===== config.mk =====
export PLATFORM = sky130hd
export DESIGN_NAME = smc_top
export DESIGN_NICKNAME = d
export VERILOG_FILES = /design/src/core/smc_pkg.sv /design/src/core/smc_top.sv
export SDC_FILE = /design/constraint.sdc
export NUM_CORES = 1
export LEC_CHECK = 0
export BUFFER_PORTS_ARGS = -buffer_cell sky130_fd_sc_hd__buf_2
export CAP_MARGIN = 10
export CORE_UTILIZATION = 48
export DETAILED_ROUTE_END_ITERATION = 10
export GPL_TIMING_DRIVEN = 1
export PLACE_DENSITY_LB_ADDON = 0.2
export SETUP_SLACK_MARGIN = 0.1
export SLEW_MARGIN = 20
export SYNTH_ARGS = -nofsm -noshare
export SYNTH_HDL_FRONTEND = slang
export SYNTH_SLANG_ARGS = --single-unit

===== constraint.sdc =====
create_clock -name CLK_SYS -period 3 [get_ports CLK_SYS]
set_clock_uncertainty 0.2 [all_clocks]
set_input_delay 0.3 -clock CLK_SYS [delete_from_list [all_inputs] [get_ports CLK_SYS]]
set_output_delay 0.3 -clock CLK_SYS [all_outputs]
set_load 0.02 [all_outputs]

===== src/core/smc_pkg.sv =====
// Package of constants for the stop mode controller
`default_nettype none
package smc_pkg;
  localparam logic [7:0] ADDR_CTRL = 8'h00;
  localparam logic [7:0] ADDR_PWR = 8'h04;
  localparam logic [7:0] ADDR_WAKE = 8'h08;
  localparam logic [7:0] ADDR_STAT = 8'h0C;
  localparam logic [7:0] ADDR_RA = 8'h10;
  localparam logic [7:0] ADDR_CMD = 8'h14;
  // Control register fields
  localparam int CTRL_STOP_PERMIT = 0;
  localparam int CTRL_VECTOR_MASK = 1;
  localparam int CTRL_DEBUG_EN = 2;
  localparam logic [2:0] CTRL_RESET = 3'h0;
  // Power control fields
  localparam int PWR_LV_EN = 0;
  localparam int PWR_LV_STOP_EN = 1;
  localparam int PWR_INT_REF_STOP = 2;
  localparam int PWR_EXT_CLK_EN = 3;
  localparam int PWR_EXT_STOP_EN = 4;
  localparam int PWR_CONV_ASYNC = 5;
  localparam int PWR_LV_RESET_SEL = 6;
  localparam logic [6:0] PWR_RESET = 7'h00;
  // Wake config fields
  localparam int WAKE_RATE_LSB = 0;
  localparam int WAKE_CLK_SEL = 3;
  localparam int WAKE_SRC_LSB = 4;
  localparam int WAKE_SRC_W = 5;
  localparam logic [8:0] WAKE_RESET = 9'h000;
  // Addresses
  localparam logic [13:0] RESET_PC = 14'h3FFD;
  localparam logic [13:0] VECTOR_PC = 14'h3FF7;
  // Timing, debug status codes and controller states
  localparam int CLK_MHZ = 200;
  localparam int RESTART_NS = 50;
  localparam int RESTART_CYC = (RESTART_NS * CLK_MHZ + 999) / 1000;
  localparam int LPO_HZ = 1000;
  localparam int LPO_DIV = CLK_MHZ * 1000000 / LPO_HZ;
  localparam logic [1:0] DBG_OK = 2'h0;
  localparam logic [1:0] DBG_ERR_STOP = 2'h2;
  typedef enum logic [1:0] {
    SMC_RUN,
    SMC_STOP,
    SMC_RESTART,
    SMC_BACKGROUND
  } smc_state_type;
endpackage : smc_pkg
`default_nettype wire


===== src/core/smc_top.sv =====
// Stop mode controller: entry, wake, clock and regulator gating
`default_nettype none
module smc_top #(
  parameter int LPO_DIV = smc_pkg::LPO_DIV
) (
  // Clock and reset
  input wire logic CLK_SYS,
  input wire logic RST,
  // APB slave
  input wire logic PSEL,
  input wire logic PENABLE,
  input wire logic PWRITE,
  input wire logic [7:0] PADDR,
  input wire logic [31:0] PWDATA,
  output logic [31:0] PRDATA,
  output logic PREADY,
  output logic PSLVERR,
  // Processor side
  input wire logic STOP_EXEC,
  input wire logic [13:0] NEXT_PC,
  output logic PROC_RUN,
  output logic PC_LOAD,
  output logic [13:0] PC_VALUE,
  output logic ILLEGAL_RESET,
  // Wake sources
  input wire logic [4:0] ASYNC_IRQ,
  input wire logic LOW_VOLTAGE,
  input wire logic DEBUG_BACKGROUND,
  input wire logic DEBUG_STATUS_REQ,
  output logic [1:0] DEBUG_STATUS,
  output logic LV_RESET,
  output logic WAKE_TIMER_IRQ,
  // Clock and power controls
  output logic CORE_CLK_EN,
  output logic DEBUG_CLK_EN,
  output logic INT_CLK_GEN_ON,
  output logic SLOW_OSC_ON,
  output logic EXT_REF_ON,
  output logic CRYSTAL_ON,
  output logic CONV_ACTIVE,
  output logic REG_FULL_ON
);
  smc_pkg::smc_state_type state_q, state_d;
  logic [2:0] ctrl_q;
  logic [6:0] pwr_q;
  logic [8:0] wake_q;
  logic [13:0] ret_addr_q;
  logic [31:0] prdata_q;
  logic [7:0] restart_q;
  logic [31:0] lpo_q;
  logic [7:0] rti_q;
  logic pc_load_q;
  logic [13:0] pc_value_q;
  logic illegal_q;
  logic [1:0] dbg_status_q;
  logic lv_reset_q;
  logic rti_flag_q;

  wire stopped = (state_q == smc_pkg::SMC_STOP);
  wire lv_both = pwr_q[smc_pkg::PWR_LV_EN] & pwr_q[smc_pkg::PWR_LV_STOP_EN];
  wire dbg_en = ctrl_q[smc_pkg::CTRL_DEBUG_EN];
  wire wr = PSEL & PENABLE & PWRITE;
  wire [2:0] rate = wake_q[smc_pkg::WAKE_RATE_LSB +: 3];
  wire rti_on = (rate != 3'h0);
  wire slow_osc_en = ~(stopped & ~pwr_q[smc_pkg::PWR_LV_EN] & wake_q[smc_pkg::WAKE_CLK_SEL]);
  wire ext_ok = pwr_q[smc_pkg::PWR_EXT_CLK_EN] & pwr_q[smc_pkg::PWR_EXT_STOP_EN];
  wire lpo_tick = (lpo_q == LPO_DIV - 1);
  wire rti_due = rti_on & lpo_tick & (rti_q == ({5'h00, rate} << rate) - 8'h01);
  wire [4:0] irq_hit = ASYNC_IRQ & wake_q[smc_pkg::WAKE_SRC_LSB +: smc_pkg::WAKE_SRC_W];
  wire lv_irq = LOW_VOLTAGE & lv_both & ~pwr_q[smc_pkg::PWR_LV_RESET_SEL];
  wire wake_irq = (|irq_hit) | lv_irq | rti_flag_q;
  wire start_stop = (state_q == smc_pkg::SMC_RUN) & STOP_EXEC;

  always_comb begin
    state_d = state_q;
    case (state_q)
      smc_pkg::SMC_RUN: begin
        if (start_stop & ctrl_q[smc_pkg::CTRL_STOP_PERMIT]) state_d = smc_pkg::SMC_STOP;
      end
      smc_pkg::SMC_STOP: begin
        if (dbg_en & DEBUG_BACKGROUND) state_d = smc_pkg::SMC_BACKGROUND;
        else if (wake_irq) state_d = smc_pkg::SMC_RESTART;
      end
      smc_pkg::SMC_RESTART: begin
        if (restart_q == 8'(smc_pkg::RESTART_CYC - 1)) state_d = smc_pkg::SMC_RUN;
      end
      smc_pkg::SMC_BACKGROUND: state_d = smc_pkg::SMC_BACKGROUND;
      default: state_d = smc_pkg::SMC_RUN;
    endcase
  end

  // Reset wake restarts at the reset address through the reset branch
  always_ff @(posedge CLK_SYS or posedge RST) begin
    if (RST) begin
      state_q <= smc_pkg::SMC_RUN;
      restart_q <= 8'h00;
      pc_load_q <= 1'b1;
      pc_value_q <= smc_pkg::RESET_PC;
    end else begin
      state_q <= state_d;
      restart_q <= (state_q == smc_pkg::SMC_RESTART) ? restart_q + 8'h01 : 8'h00;
      pc_load_q <= 1'b0;
      if ((state_q == smc_pkg::SMC_RESTART) && (state_d == smc_pkg::SMC_RUN)
          && !ctrl_q[smc_pkg::CTRL_VECTOR_MASK]) begin
        pc_load_q <= 1'b1;
        pc_value_q <= smc_pkg::VECTOR_PC;
      end
    end
  end

  // Control, power and wake registers are only written by the bus, so stopping leaves them intact
  always_ff @(posedge CLK_SYS or posedge RST) begin
    if (RST) begin
      ctrl_q <= smc_pkg::CTRL_RESET;
      pwr_q <= smc_pkg::PWR_RESET;
      wake_q <= smc_pkg::WAKE_RESET;
      ret_addr_q <= 14'h0000;
      illegal_q <= 1'b0;
    end else begin
      if (wr && PADDR == smc_pkg::ADDR_CTRL) ctrl_q <= PWDATA[2:0];
      if (wr && PADDR == smc_pkg::ADDR_PWR) pwr_q <= PWDATA[6:0];
      if (wr && PADDR == smc_pkg::ADDR_WAKE) wake_q <= PWDATA[8:0];
      if (start_stop) ret_addr_q <= NEXT_PC;
      illegal_q <= start_stop & ~ctrl_q[smc_pkg::CTRL_STOP_PERMIT];
    end
  end

  // Wake timer divides the system clock to a 1 kHz tick; keeps counting in stop unless PWR_LV_EN is clear and WAKE_CLK_SEL is set
  always_ff @(posedge CLK_SYS or posedge RST) begin
    if (RST) begin
      lpo_q <= 32'h0000_0000;
      rti_q <= 8'h00;
      rti_flag_q <= 1'b0;
    end else begin
      lpo_q <= (lpo_tick || !slow_osc_en) ? 32'h0000_0000 : lpo_q + 32'h0000_0001;
      if (!rti_on) rti_q <= 8'h00;
      else if (lpo_tick) rti_q <= rti_due ? 8'h00 : rti_q + 8'h01;
      if (rti_due) rti_flag_q <= 1'b1;
      else if (state_q == smc_pkg::SMC_RESTART) rti_flag_q <= 1'b0;
    end
  end

  always_ff @(posedge CLK_SYS or posedge RST) begin
    if (RST) begin
      dbg_status_q <= smc_pkg::DBG_OK;
      lv_reset_q <= 1'b0;
      prdata_q <= 32'h0000_0000;
    end else begin
      if (DEBUG_STATUS_REQ) dbg_status_q <= stopped ? smc_pkg::DBG_ERR_STOP : smc_pkg::DBG_OK;
      lv_reset_q <= LOW_VOLTAGE & pwr_q[smc_pkg::PWR_LV_RESET_SEL]
                    & (~stopped | lv_both);
      if (PSEL && !PENABLE && !PWRITE) begin
        case (PADDR)
          smc_pkg::ADDR_CTRL: prdata_q <= {29'h0, ctrl_q};
          smc_pkg::ADDR_PWR: prdata_q <= {25'h0, pwr_q};
          smc_pkg::ADDR_WAKE: prdata_q <= {23'h0, wake_q};
          smc_pkg::ADDR_STAT: prdata_q <= {28'h0, rti_flag_q, illegal_q, 2'(state_q)};
          smc_pkg::ADDR_RA: prdata_q <= {18'h0, ret_addr_q};
          default: prdata_q <= 32'h0000_0000;
        endcase
      end
    end
  end

  wire addr_ok = (PADDR == smc_pkg::ADDR_CTRL) | (PADDR == smc_pkg::ADDR_PWR)
               | (PADDR == smc_pkg::ADDR_WAKE) | (PADDR == smc_pkg::ADDR_STAT)
               | (PADDR == smc_pkg::ADDR_RA);
  assign PRDATA = prdata_q;
  assign PREADY = 1'b1;
  assign PSLVERR = PSEL & PENABLE & ~addr_ok;
  assign PROC_RUN = (state_q == smc_pkg::SMC_RUN);
  assign PC_LOAD = pc_load_q;
  assign PC_VALUE = pc_value_q;
  assign ILLEGAL_RESET = illegal_q;
  assign DEBUG_STATUS = dbg_status_q;
  assign LV_RESET = lv_reset_q;
  assign WAKE_TIMER_IRQ = rti_flag_q;
  assign CORE_CLK_EN = ~stopped;
  assign DEBUG_CLK_EN = ~stopped | dbg_en;
  assign INT_CLK_GEN_ON = ~stopped | dbg_en
                        | (pwr_q[smc_pkg::PWR_INT_REF_STOP] & lv_both);
  assign SLOW_OSC_ON = slow_osc_en;
  assign EXT_REF_ON = pwr_q[smc_pkg::PWR_EXT_CLK_EN] & (~stopped | ext_ok);
  assign CRYSTAL_ON = pwr_q[smc_pkg::PWR_EXT_CLK_EN] & (~stopped | (ext_ok & lv_both));
  assign CONV_ACTIVE = ~stopped | (pwr_q[smc_pkg::PWR_CONV_ASYNC] & lv_both);
  assign REG_FULL_ON = ~stopped | dbg_en | lv_both;

  a_stop_entry: assert property (@(posedge CLK_SYS) disable iff (RST)
    start_stop & ctrl_q[0] |=> !CORE_CLK_EN) else $error("stop not entered");
  a_illegal_reset: assert property (@(posedge CLK_SYS) disable iff (RST)
    start_stop & !ctrl_q[0] |=> ILLEGAL_RESET && PROC_RUN) else $error("no illegal reset");
  a_reg_hold: assert property (@(posedge CLK_SYS) disable iff (RST)
    stopped & !wr |=> $stable(ctrl_q) && $stable(pwr_q)) else $error("state lost");
  a_reg_standby: assert property (@(posedge CLK_SYS) disable iff (RST)
    stopped & !dbg_en & !lv_both |-> !REG_FULL_ON) else $error("regulator on");
  a_wake_bound: assert property (@(posedge CLK_SYS) disable iff (RST)
    stopped & wake_irq & !DEBUG_BACKGROUND |=> ##[1:20] PROC_RUN) else $error("no wake");
  a_vector_pc: assert property (@(posedge CLK_SYS) disable iff (RST)
    PC_LOAD |-> PC_VALUE == smc_pkg::VECTOR_PC || PC_VALUE == smc_pkg::RESET_PC) else $error("bad pc");
  a_dbg_status: assert property (@(posedge CLK_SYS) disable iff (RST)
    DEBUG_STATUS_REQ & stopped |=> DEBUG_STATUS == smc_pkg::DBG_ERR_STOP) else $error("status");
  a_debug_clock: assert property (@(posedge CLK_SYS) disable iff (RST)
    dbg_en |-> DEBUG_CLK_EN && REG_FULL_ON) else $error("debug clock off");
  a_rate_off: assert property (@(posedge CLK_SYS) disable iff (RST)
    rate == 3'h0 |-> !rti_due) else $error("timer ran");
endmodule : smc_top
`default_nettype wire


# Yosys cells after proc, flatten, opt, wreduce, memory -nomap -nowiden

Index checks and enable logic that the tools add are counted.

Register bits: 123
Latch bits: 0
Bits in writable memories: 0
ROM bits: 0
Bits of input ports: 68
Output and inout port bits: 63
Logic and storage cells: 105
Memories: 0

$add $sub $neg: 4
Multipliers: 0
Divide/modulo/power cells: 0
$lt $le $gt $ge: 0
Equal/unequal tests: 11
Shift-type cells: 1
Mux-type cells: 15
Bitwise logic cells: 42
Reductions and logical operators: 17

Operator list:

| kind                  | count |
|---|---|
| $pmux 14 s5           | 1 |
| $add 32x1->32 const B | 1 |
| $eq 32x18->1 const B  | 1 |
| $mux 32               | 1 |
| $mux 8                | 4 |
| $eq 8x4->1 const B    | 3 |
| $and 1x1->1           | 22 |
| $add 8x1->8 const B   | 2 |
| $or 1x1->1            | 13 |
| $mux 2                | 5 |
| $eq 8x3->1 const B    | 1 |
| $eq 8x5->1 const B    | 1 |
| $eq 8x8->1            | 1 |
| $logic_not 8->1       | 1 |
| $pmux 2 s4            | 1 |
| $shl 3x3->8           | 1 |
| $sub 8x1->8 const B   | 1 |
| $logic_and 1x1->1     | 7 |
| $not 1->1             | 6 |
| $and 5x5->5           | 1 |
| $reduce_or 5->1       | 1 |
| $eq 2x2->1 const B    | 2 |
| $logic_not 2->1       | 2 |
| $logic_not 1->1       | 3 |
| other kinds (6)       | 8 |

# Longest topological paths before layout

Gate-level depths: netlist of the first run.

Word-level depth: 12
Mapped depth: 10
Mapped depth without buffers: 9

# Least setup slack after synthesis of the first run

Ideal clock, no wire load.

Path type: register -> register
Start: register wake_q[2]
End: register rti_q[2]
Setup time: 135 ps
Data arrival time: 2164 ps
Required time: 2665 ps
Path slack: 501 ps
Stages on the path, launching flop included: 11
Buffers on the path: 1
Period minus slack after synthesis: 2499 ps
Cells stage by stage: dfrtp_1 > clkbuf_1 > nor3b_1 > inv_1 > ha_1 > and2_1 > a211oi_1 > xnor2_1 > nand4b_1 > o21bai_1 > nor2_1

Word-level cells in the longest chain between the ends: 7
Elaborated cells on any way between the ends: 10
Those cells by class: add/sub (1); eq/ne (2); shift (1); mux (3); bitwise (2); reduce/logical (1)

Ends and longest elaborated chain:

| item                     | RTL line       | text |
|---|---|---|
| start: declaration       | smc_top.sv:46  | `logic [8:0] wake_q;` |
| start signal: assignment | smc_top.sv:116 | `wake_q <= smc_pkg::WAKE_RESET;` |
| start signal: assignment | smc_top.sv:122 | `if (wr && PADDR == smc_pkg::ADDR_WAKE) wake_q <= PWDATA[8:0];` |
| $shl 3x3->8              | smc_top.sv:68  | `wire rti_due = rti_on & lpo_tick & (rti_q == ({5'h00, rate} << rate) - 8'h01);` |
| $sub 8x1->8              | smc_top.sv:68  |  |
| $eq 8x8->1               | smc_top.sv:68  |  |
| $and 1x1->1              | smc_top.sv:68  |  |
| $mux 8 (2 in a row)      | smc_top.sv:137 | `else if (lpo_tick) rti_q <= rti_due ? 8'h00 : rti_q + 8'h01;` |
| $mux 8                   | smc_top.sv:136 | `if (!rti_on) rti_q <= 8'h00;` |
| end signal: assignment   | smc_top.sv:137 |  |
| end: declaration         | smc_top.sv:51  | `logic [7:0] rti_q;` |

Parallel ways exist; a longest one is shown, timed or not. The select of a mux whose other input is x is not followed.
A chain may end at the register's enable or synchronous reset.

# Worst setup path in the final report of the first run

Same ends and word-level chain as after synthesis.

==> impl_metrics.tcl, run 1 <==
set metrics [dict create \
    period_needed_ps 2670 \
    reg2regPathDepth 10 \
    async_flop_share 1.00 \
    endpoint "rti_q[2]" \
    gp_congestion 0.810 \
    intPower_mw 2.37 \
    viasPerCell 5.34 \
    ys_seq_area_frac 0.499 \
    critPathSlowestCell "dfrtp_1" \
    worst_hold_path_type "in2reg" \
    syn-instance-count 498 \
    p_per_area_nw_per_um2 520 \
    tightest_slew_ps 713 \
    finalPower_mw 3.21 \
    power.share.sequential 0.500 \
    track_usage 0.206 \
    dieArea_um2 11300 \
    timing.rr.end "rti_q[2]" \
    synth.top_cell.area_share 0.489 \
    grt_pass1_vias 3849 \
    drt_iter0_markers 179 \
    cts_resized 0 \
    antenna_cells 0 \
    antenna_found_initial 0 \
    cts-root-buf "clkbuf_8" \
    area_growth_pct 18.2 \
    synth_edf_count 0 \
    utilization 0.593 \
    cts_buffer_depth 2 \
    clock-sinks 104 \
    outcome "finished clean" \
    p_leak_nw 2.97 \
    cap_violations 0 \
    max_slew_margin 0.520 \
    path_class "reg2reg" \
    cts_setup_buffers 0 \
    cp.arrival_ps 2730 \
    regToRegSetupSlack_ps 330 \
    fin_crit_sh 0.889 \
    dp_hpwl_mm 7.58 \
    synthFlopType "dfrtp_1" \
    final.setup.tns_ps 0 \
    h-tree-depth 3 \
    clk_latency_ps 380 \
    synth.avg_cell_area_um2 10.5 \
    core_area_um2 10400 \
    nFillCells 908 \
    ys_seq_elements 104 \
    synth_largest_area_cell "dfrtp_1" \
    layout.cells.non_filler 739 \
    cts_tree "built" \
    overflow 0 \
    synth.area.top_cells "dfrtp_1, mux2_2, xor2_1, buf_4, nor2_1" \
    ir_drop_uv 394 \
    p_sw_mw 0.834 \
    synth.most_common_cell "dfrtp_1" \
    synth_top_cells_by_count "dfrtp_1, nor2_1, nand2_1" \
    drt-total-wl_mm 10.8 \
    worst_setup_path_end_kind "flop" \
    dp.cells 697 \
    grt_pass1_wl_mm 18.3 \
    wire_per_inst_um 14.6 \
    drc 0 \
    clkPwrFrac 0.359 \
    ant_nets 0 \
    whs_ps 95.3 \
    rr_startpoint "wake_q[2]" \
    cp.required_ps 3060 \
    crit_fanout 11 \
    clk_pin_slew_ps 110 \
    fin_nets 671 \
    finalHoldViolations 0 \
    yosysWarnings 0 \
    rows 37 \
    drtPass1Iterations 6 \
    dieWidth_um 106 \
    max_clock_freq_mhz 375 \
    start_util 0.502 \
    drive_gt1_frac 0.244 \
    startpoint "wake_q[2]" \
    syn_area_um2 5220 \
    grt_max_degree 105 \
    numPortBuffers 75 \
    cts_buffers 9 \
    die_y_um 106 \
    switching_share 0.260 \
    io_pins 131 \
    combinationalPowerShare 0.140 \
    rsz0062_at_grt "no" \
    slew_viol_final 0 \
    critPathLaunchType "flop" \
    path_cells "nor3b_1 > inv_1 > ha_1 > and2_1 > a211oi_1 > xnor2_1 > nand4b_1 > o21bai_1 > buf_4 > nor2_1" \
    finalSetupViolCount 0 \
    yosysUniqueCellTypes 54 \
    vias 3948 \
    max_stage_delay_ps 530 \
]
-- registers in the layout, summed over array words and instances (netlist names) --
name / cells
restart_q: 8
PC_VALUE: 2
lpo_q: 32
LV_RESET: 1
state_q: 2
pwr_q: 7
PRDATA: 14
ILLEGAL_RESET: 1
ret_addr_q: 14
wake_q: 9
PC_LOAD: 1
DEBUG_STATUS: 1
WAKE_TIMER_IRQ: 1
ctrl_q: 3
rti_q: 8
-- kinds of logic after synthesis --
family | Yosys count | share of synthesized area
adder cells (fa/ha/maj) | 5 | 0.0120
AND/OR/NAND/NOR | 197 | 0.193
XOR/XNOR | 47 | 0.0788
other | 2 | 0.00144
multiplexers | 38 | 0.0817
buffers and inverters | 59 | 0.0699
flip-flops | 104 | 0.499
AO/OA/AOI/OAI | 46 | 0.0642
-- power by group through the flow --
stage | Combinational, mW | Clock, mW | Sequential (mW)
floorplan | 0.326 | 0 | 1.62
global placement | 0.418 | 0 | 1.62
detailed placement | 0.428 | 0 | 1.63
CTS | 0.457 | 1.18 | 1.60
global route | 0.499 | 1.23 | 1.62
finish | 0.451 | 1.15 | 1.61
-- worst max-delay path: cells and delay by family (launching register included) --
family,cells,cell delay [ps]
simple gates,4,720
flops,1,530
compound gates,2,450
buf+inv,2,250
fa+ha+maj,1,240
xor+xnor,1,160
-- per-layer routing --
layer	up-vias	share of wire	GRT usage	wire, um
li1	1854	-	-	-
met1	1951	0.43	0.267	4660
met2	131	0.49	0.337	5340
met3	12	0.063	0.0503	679
met4	0	0.012	0.0675	131
met5	-	0	0	0
-- cells in the final DEF (no fill, tap or decap), types with 6 or more instances in the layout --
| cell | Yosys | layout |
|---|---|---|
| a21oi_1 | 6 | 6 |
| conb_1 | 2 | 33 |
| dlygate4sd3_1 | 0 | 26 |
| nor2_1 | 62 | 62 |
| inv_1 | 8 | 7 |
| and3_1 | 13 | 13 |
| o21ai_0 | 10 | 10 |
| xnor2_1 | 14 | 14 |
| mux2_2 | 37 | 37 |
| dfrtp_1 | 102 | 102 |
| nor4_1 | 7 | 7 |
| xor2_1 | 33 | 33 |
| clkbuf_8 | 0 | 10 |
| a222oi_1 | 6 | 6 |
| nand4_1 | 9 | 9 |
| buf_2 | 4 | 75 |
| nand2_1 | 43 | 43 |
| nand3_1 | 27 | 27 |
| buf_4 | 35 | 6 |
-- what timing repair did --
action / CTS / global route
endpoints found under the setup margin: 0 / 0
hold buffers: 26 / 0
hold endpoints to repair: 136 / 0
-- per-stage QoR --
step / area [um^2] / setup slack (ps)
after CTS: 6170 / 357
after detailed placement: 5640 / 394
final: 6170 / 333
after floorplan: 5340 / 501
after global placement: 5640 / 443
after global routing: 6170 / 113
-- layout make-up --
class	instances	area, um^2	area share
Timing Repair Buffer	109	721	0.117
Clock inverter	6	138	0.0223
Multi-Input combinational cell	366	2370	0.384
Inverter	8	33.8	0.00547
Tap cell	136	170	0.0276
Clock buffer	10	138	0.0223
Sequential cell	104	2610	0.422
-- worst min path at each step --
stage / from / to / slack [ps] / cells past startpoint
final: DEBUG_BACKGROUND / state_q[0] / 100 / 4
after global routing: DEBUG_BACKGROUND / state_q[0] / 100 / 4
after CTS: DEBUG_BACKGROUND / state_q[0] / 70 / 4
after floorplan: LOW_VOLTAGE / LV_RESET / 220 / 2
after global placement: PC_VALUE[1] / PC_VALUE[1] / 250 / 1
after detailed placement: PC_VALUE[1] / PC_VALUE[1] / 250 / 1
Note: power is estimated with default switching activity, not from simulation.
==> run 2, diff against run 1 <==
--- a/config.mk
+++ b/config.mk
@@ -5,12 +5,14 @@
 export SDC_FILE = /design/constraint.sdc
 export NUM_CORES = 1
 export LEC_CHECK = 0
+export ABC_AREA = 1
 export BUFFER_PORTS_ARGS = -buffer_cell sky130_fd_sc_hd__buf_2
 export CAP_MARGIN = 10
-export CORE_UTILIZATION = 48
+export CORE_UTILIZATION = 49
 export DETAILED_ROUTE_END_ITERATION = 10
 export GPL_TIMING_DRIVEN = 1
 export PLACE_DENSITY_LB_ADDON = 0.2
+export REMOVE_ABC_BUFFERS = 1
 export SETUP_SLACK_MARGIN = 0.1
 export SLEW_MARGIN = 20
 export SYNTH_ARGS = -nofsm -noshare
==> run 2 against run 1 <==
Compared with the run above:
- the flow now finishes with violations (design-rule violations)
- via count is 33% higher
- clock-buffer cell count is the same
- total power fell by 12%
- sequential share of layout area decreased by 3.4 points
- first-iteration DRC count increased by 120%
- die area up 9.0%
- critical endpoint is now CRYSTAL_ON
- largest cell class is now multi-input gates
==> impl_metrics.tcl, run 2 <==
set metrics [dict create \
    grt_pass1_vias 5051 \
    switching_share 0.256 \
    dieArea_um2 12300 \
    cp.required_ps 2500 \
    synth.most_common_cell "nand2_1" \
    power.share.sequential 0.512 \
    h-tree-depth 3 \
    dp_hpwl_mm 9.99 \
    whs_ps 10.4 \
    grt_pass1_wl_mm 23.0 \
    gp_congestion 0.921 \
    rsz0062_at_grt "no" \
    drt-total-wl_mm 13.5 \
    ant_nets 0 \
    crit_fanout 7 \
    worst_setup_path_end_kind "output port" \
    worst_hold_path_type "in2reg" \
    largest_register "lpo_q" \
    syn-instance-count 786 \
    cap_violations 0 \
    cts_buffers 9 \
    clk_latency_ps 360 \
    drive_gt1_frac 0.135 \
    yosysWarnings 0 \
    wire_per_inst_um 13.1 \
    synth.avg_cell_area_um2 7.41 \
    highest-signal-layer "met4" \
    cts_buffer_depth 2 \
    drt_iter0_markers 391 \
    cts_hold_buf 19 \
    die_y_um 111 \
    outcome "finished, violations left" \
    drc 38 \
    period_needed_ps 2260 \
    vias 5243 \
    final_common_cell "nand2_1" \
    p_sw_mw 0.721 \
    async_flop_share 1.00 \
    tightest_slew_ps 689 \
    p_leak_nw 3.48 \
    numPortBuffers 75 \
    dieWidth_um 111 \
    combinationalPowerShare 0.082 \
    fin_nets 955 \
    synth_top_cells_by_count "nand2_1, nor2_1, dfrtp_1" \
    ys_seq_elements 104 \
    synth.top_cell.area_share 0.438 \
    cp.arrival_ps 1760 \
    antenna_cells 0 \
    io_pins 131 \
    start_util 0.506 \
    ys_seq_area_frac 0.447 \
    antenna_found_initial 0 \
    clock-sinks 104 \
    p_per_area_nw_per_um2 420 \
    post_dp_cell_area_um2 6240 \
    fin_crit_sh 0.755 \
    slew_viol_final 0 \
    dr_wl_met2_mm 6.45 \
    final_cell_mix "nand2_1, nor2_1, dfrtp_1" \
    finalPower_mw 2.82 \
    routed-wl-met3_um 685 \
    drtPass1Iterations 8 \
    track_usage 0.233 \
    synth_edf_count 0 \
    grt_max_degree 57 \
    setup_slack_ps 736 \
    core_area_um2 11500 \
    area_growth_pct 15.3 \
    clkPwrFrac 0.406 \
    rows 39 \
    multiInputGateArea_um2 2680 \
    fin_area_um2 6710 \
    cts_tree "built" \
    finalSetupViolCount 0 \
    path_class "reg2out" \
    synth.area.top_cells "dfrtp_1, nand2_1, nor2_1, inv_1, nand3_1" \
    yosysUniqueCellTypes 35 \
    synthFlopType "dfrtp_1" \
    clk_pin_slew_ps 70 \
    max_slew_margin 0.541 \
    drt-met1-wl_mm 5.97 \
    cts_resized 0 \
    synth_largest_area_cell "dfrtp_1" \
    cts_setup_buffers 0 \
    utilization 0.583 \
    cts-root-buf "clkbuf_16" \
    finalHoldViolations 0 \
    intPower_mw 2.10 \
    seqCellArea_um2 2610 \
    nFillCells 1065 \
    critPathLaunchType "flop" \
    max_clock_freq_mhz 442 \
    dpl_worst_slack_ps 715 \
    viasPerCell 5.09 \
    overflow 0 \
    violations "design-rule violations" \
    ir_drop_uv 246 \
    syn_area_um2 5820 \
    largest_register_ff_count 32 \
]
-- run 2: changes by cell type after synthesis, sizes merged, moves of 33 or more --
cell   before  now
nand2      44  223
inv         8   94
nor2       62  111
nand3      28   69
mux2       37    1
nor3        3   36
-- run 2: stage by stage --
stage,instances,setup TNS (ps)
after floorplan,773,-23350
after global placement,995,0
after detailed placement,995,0
after CTS,1030,0
after global routing,1030,0
final,1030,0
-- run 2: cells by family (layout without fill, tap and decap cells) --
kind of cell             Yosys count  after routing  synth area share
other                              2             33           0.00129
AND/OR/NAND/NOR                  465            465             0.347
adder cells (fa/ha/maj)            5              5            0.0107
AO/OA/AOI/OAI                     45             45            0.0404
buffers and inverters            139            209             0.113
XOR/XNOR                          25             25            0.0376
flip-flops                       104            104             0.447
multiplexers                       1              1           0.00258
-- run 2: power by group through the flow --
stage          Combinational (mW)  Clock, mW  Sequential, mW
6_report                    0.231       1.15            1.44
5_1_grt                     0.256       1.22            1.45
4_1_cts                     0.232       1.18            1.44
3_5_place_dp                0.212          0            1.47
3_3_place_gp                0.208          0            1.47
2_1_floorplan               0.128          0            1.48
-- run 2: cell type report --
type / count / share of cell area
Inverter: 95 / 0.0535
Timing Repair Buffer: 98 / 0.0906
Sequential cell: 104 / 0.388
Clock buffer: 10 / 0.0356
Multi-Input combinational cell: 574 / 0.398
Tap cell: 143 / 0.0266
Clock inverter: 6 / 0.00727
-- run 2: layer usage --
layer	vias up	GRT usage
met5	-	0
met4	0	0.111
met3	32	0.0355
met2	181	0.402
met1	2420	0.288
li1	2610	-
-- run 2: path summary, 6_finish.rpt --
path	cells past startpoint	from	slack (ps)	end
setup reg to reg	13	wake_q[2]	750	rti_q[3]
hold reg to reg	2	PC_VALUE[3]	260	PC_VALUE[3]
setup / recovery	6	state_q[0]	740	CRYSTAL_ON
hold / removal	3	PWDATA[3]	10	wake_q[3]
max in group asynchronous	4	RST	1490	PRDATA[9]
min in group asynchronous	3	RST	420	PRDATA[2]
-- run 2: worst max-delay path, cell delays in order, from the launching register on --
cell and delay [ps]:
dfrtp_1 390, inv_1 130, nor2_1 50, inv_1 270, o21ai_0 180, nor2_1 190, buf_2 200
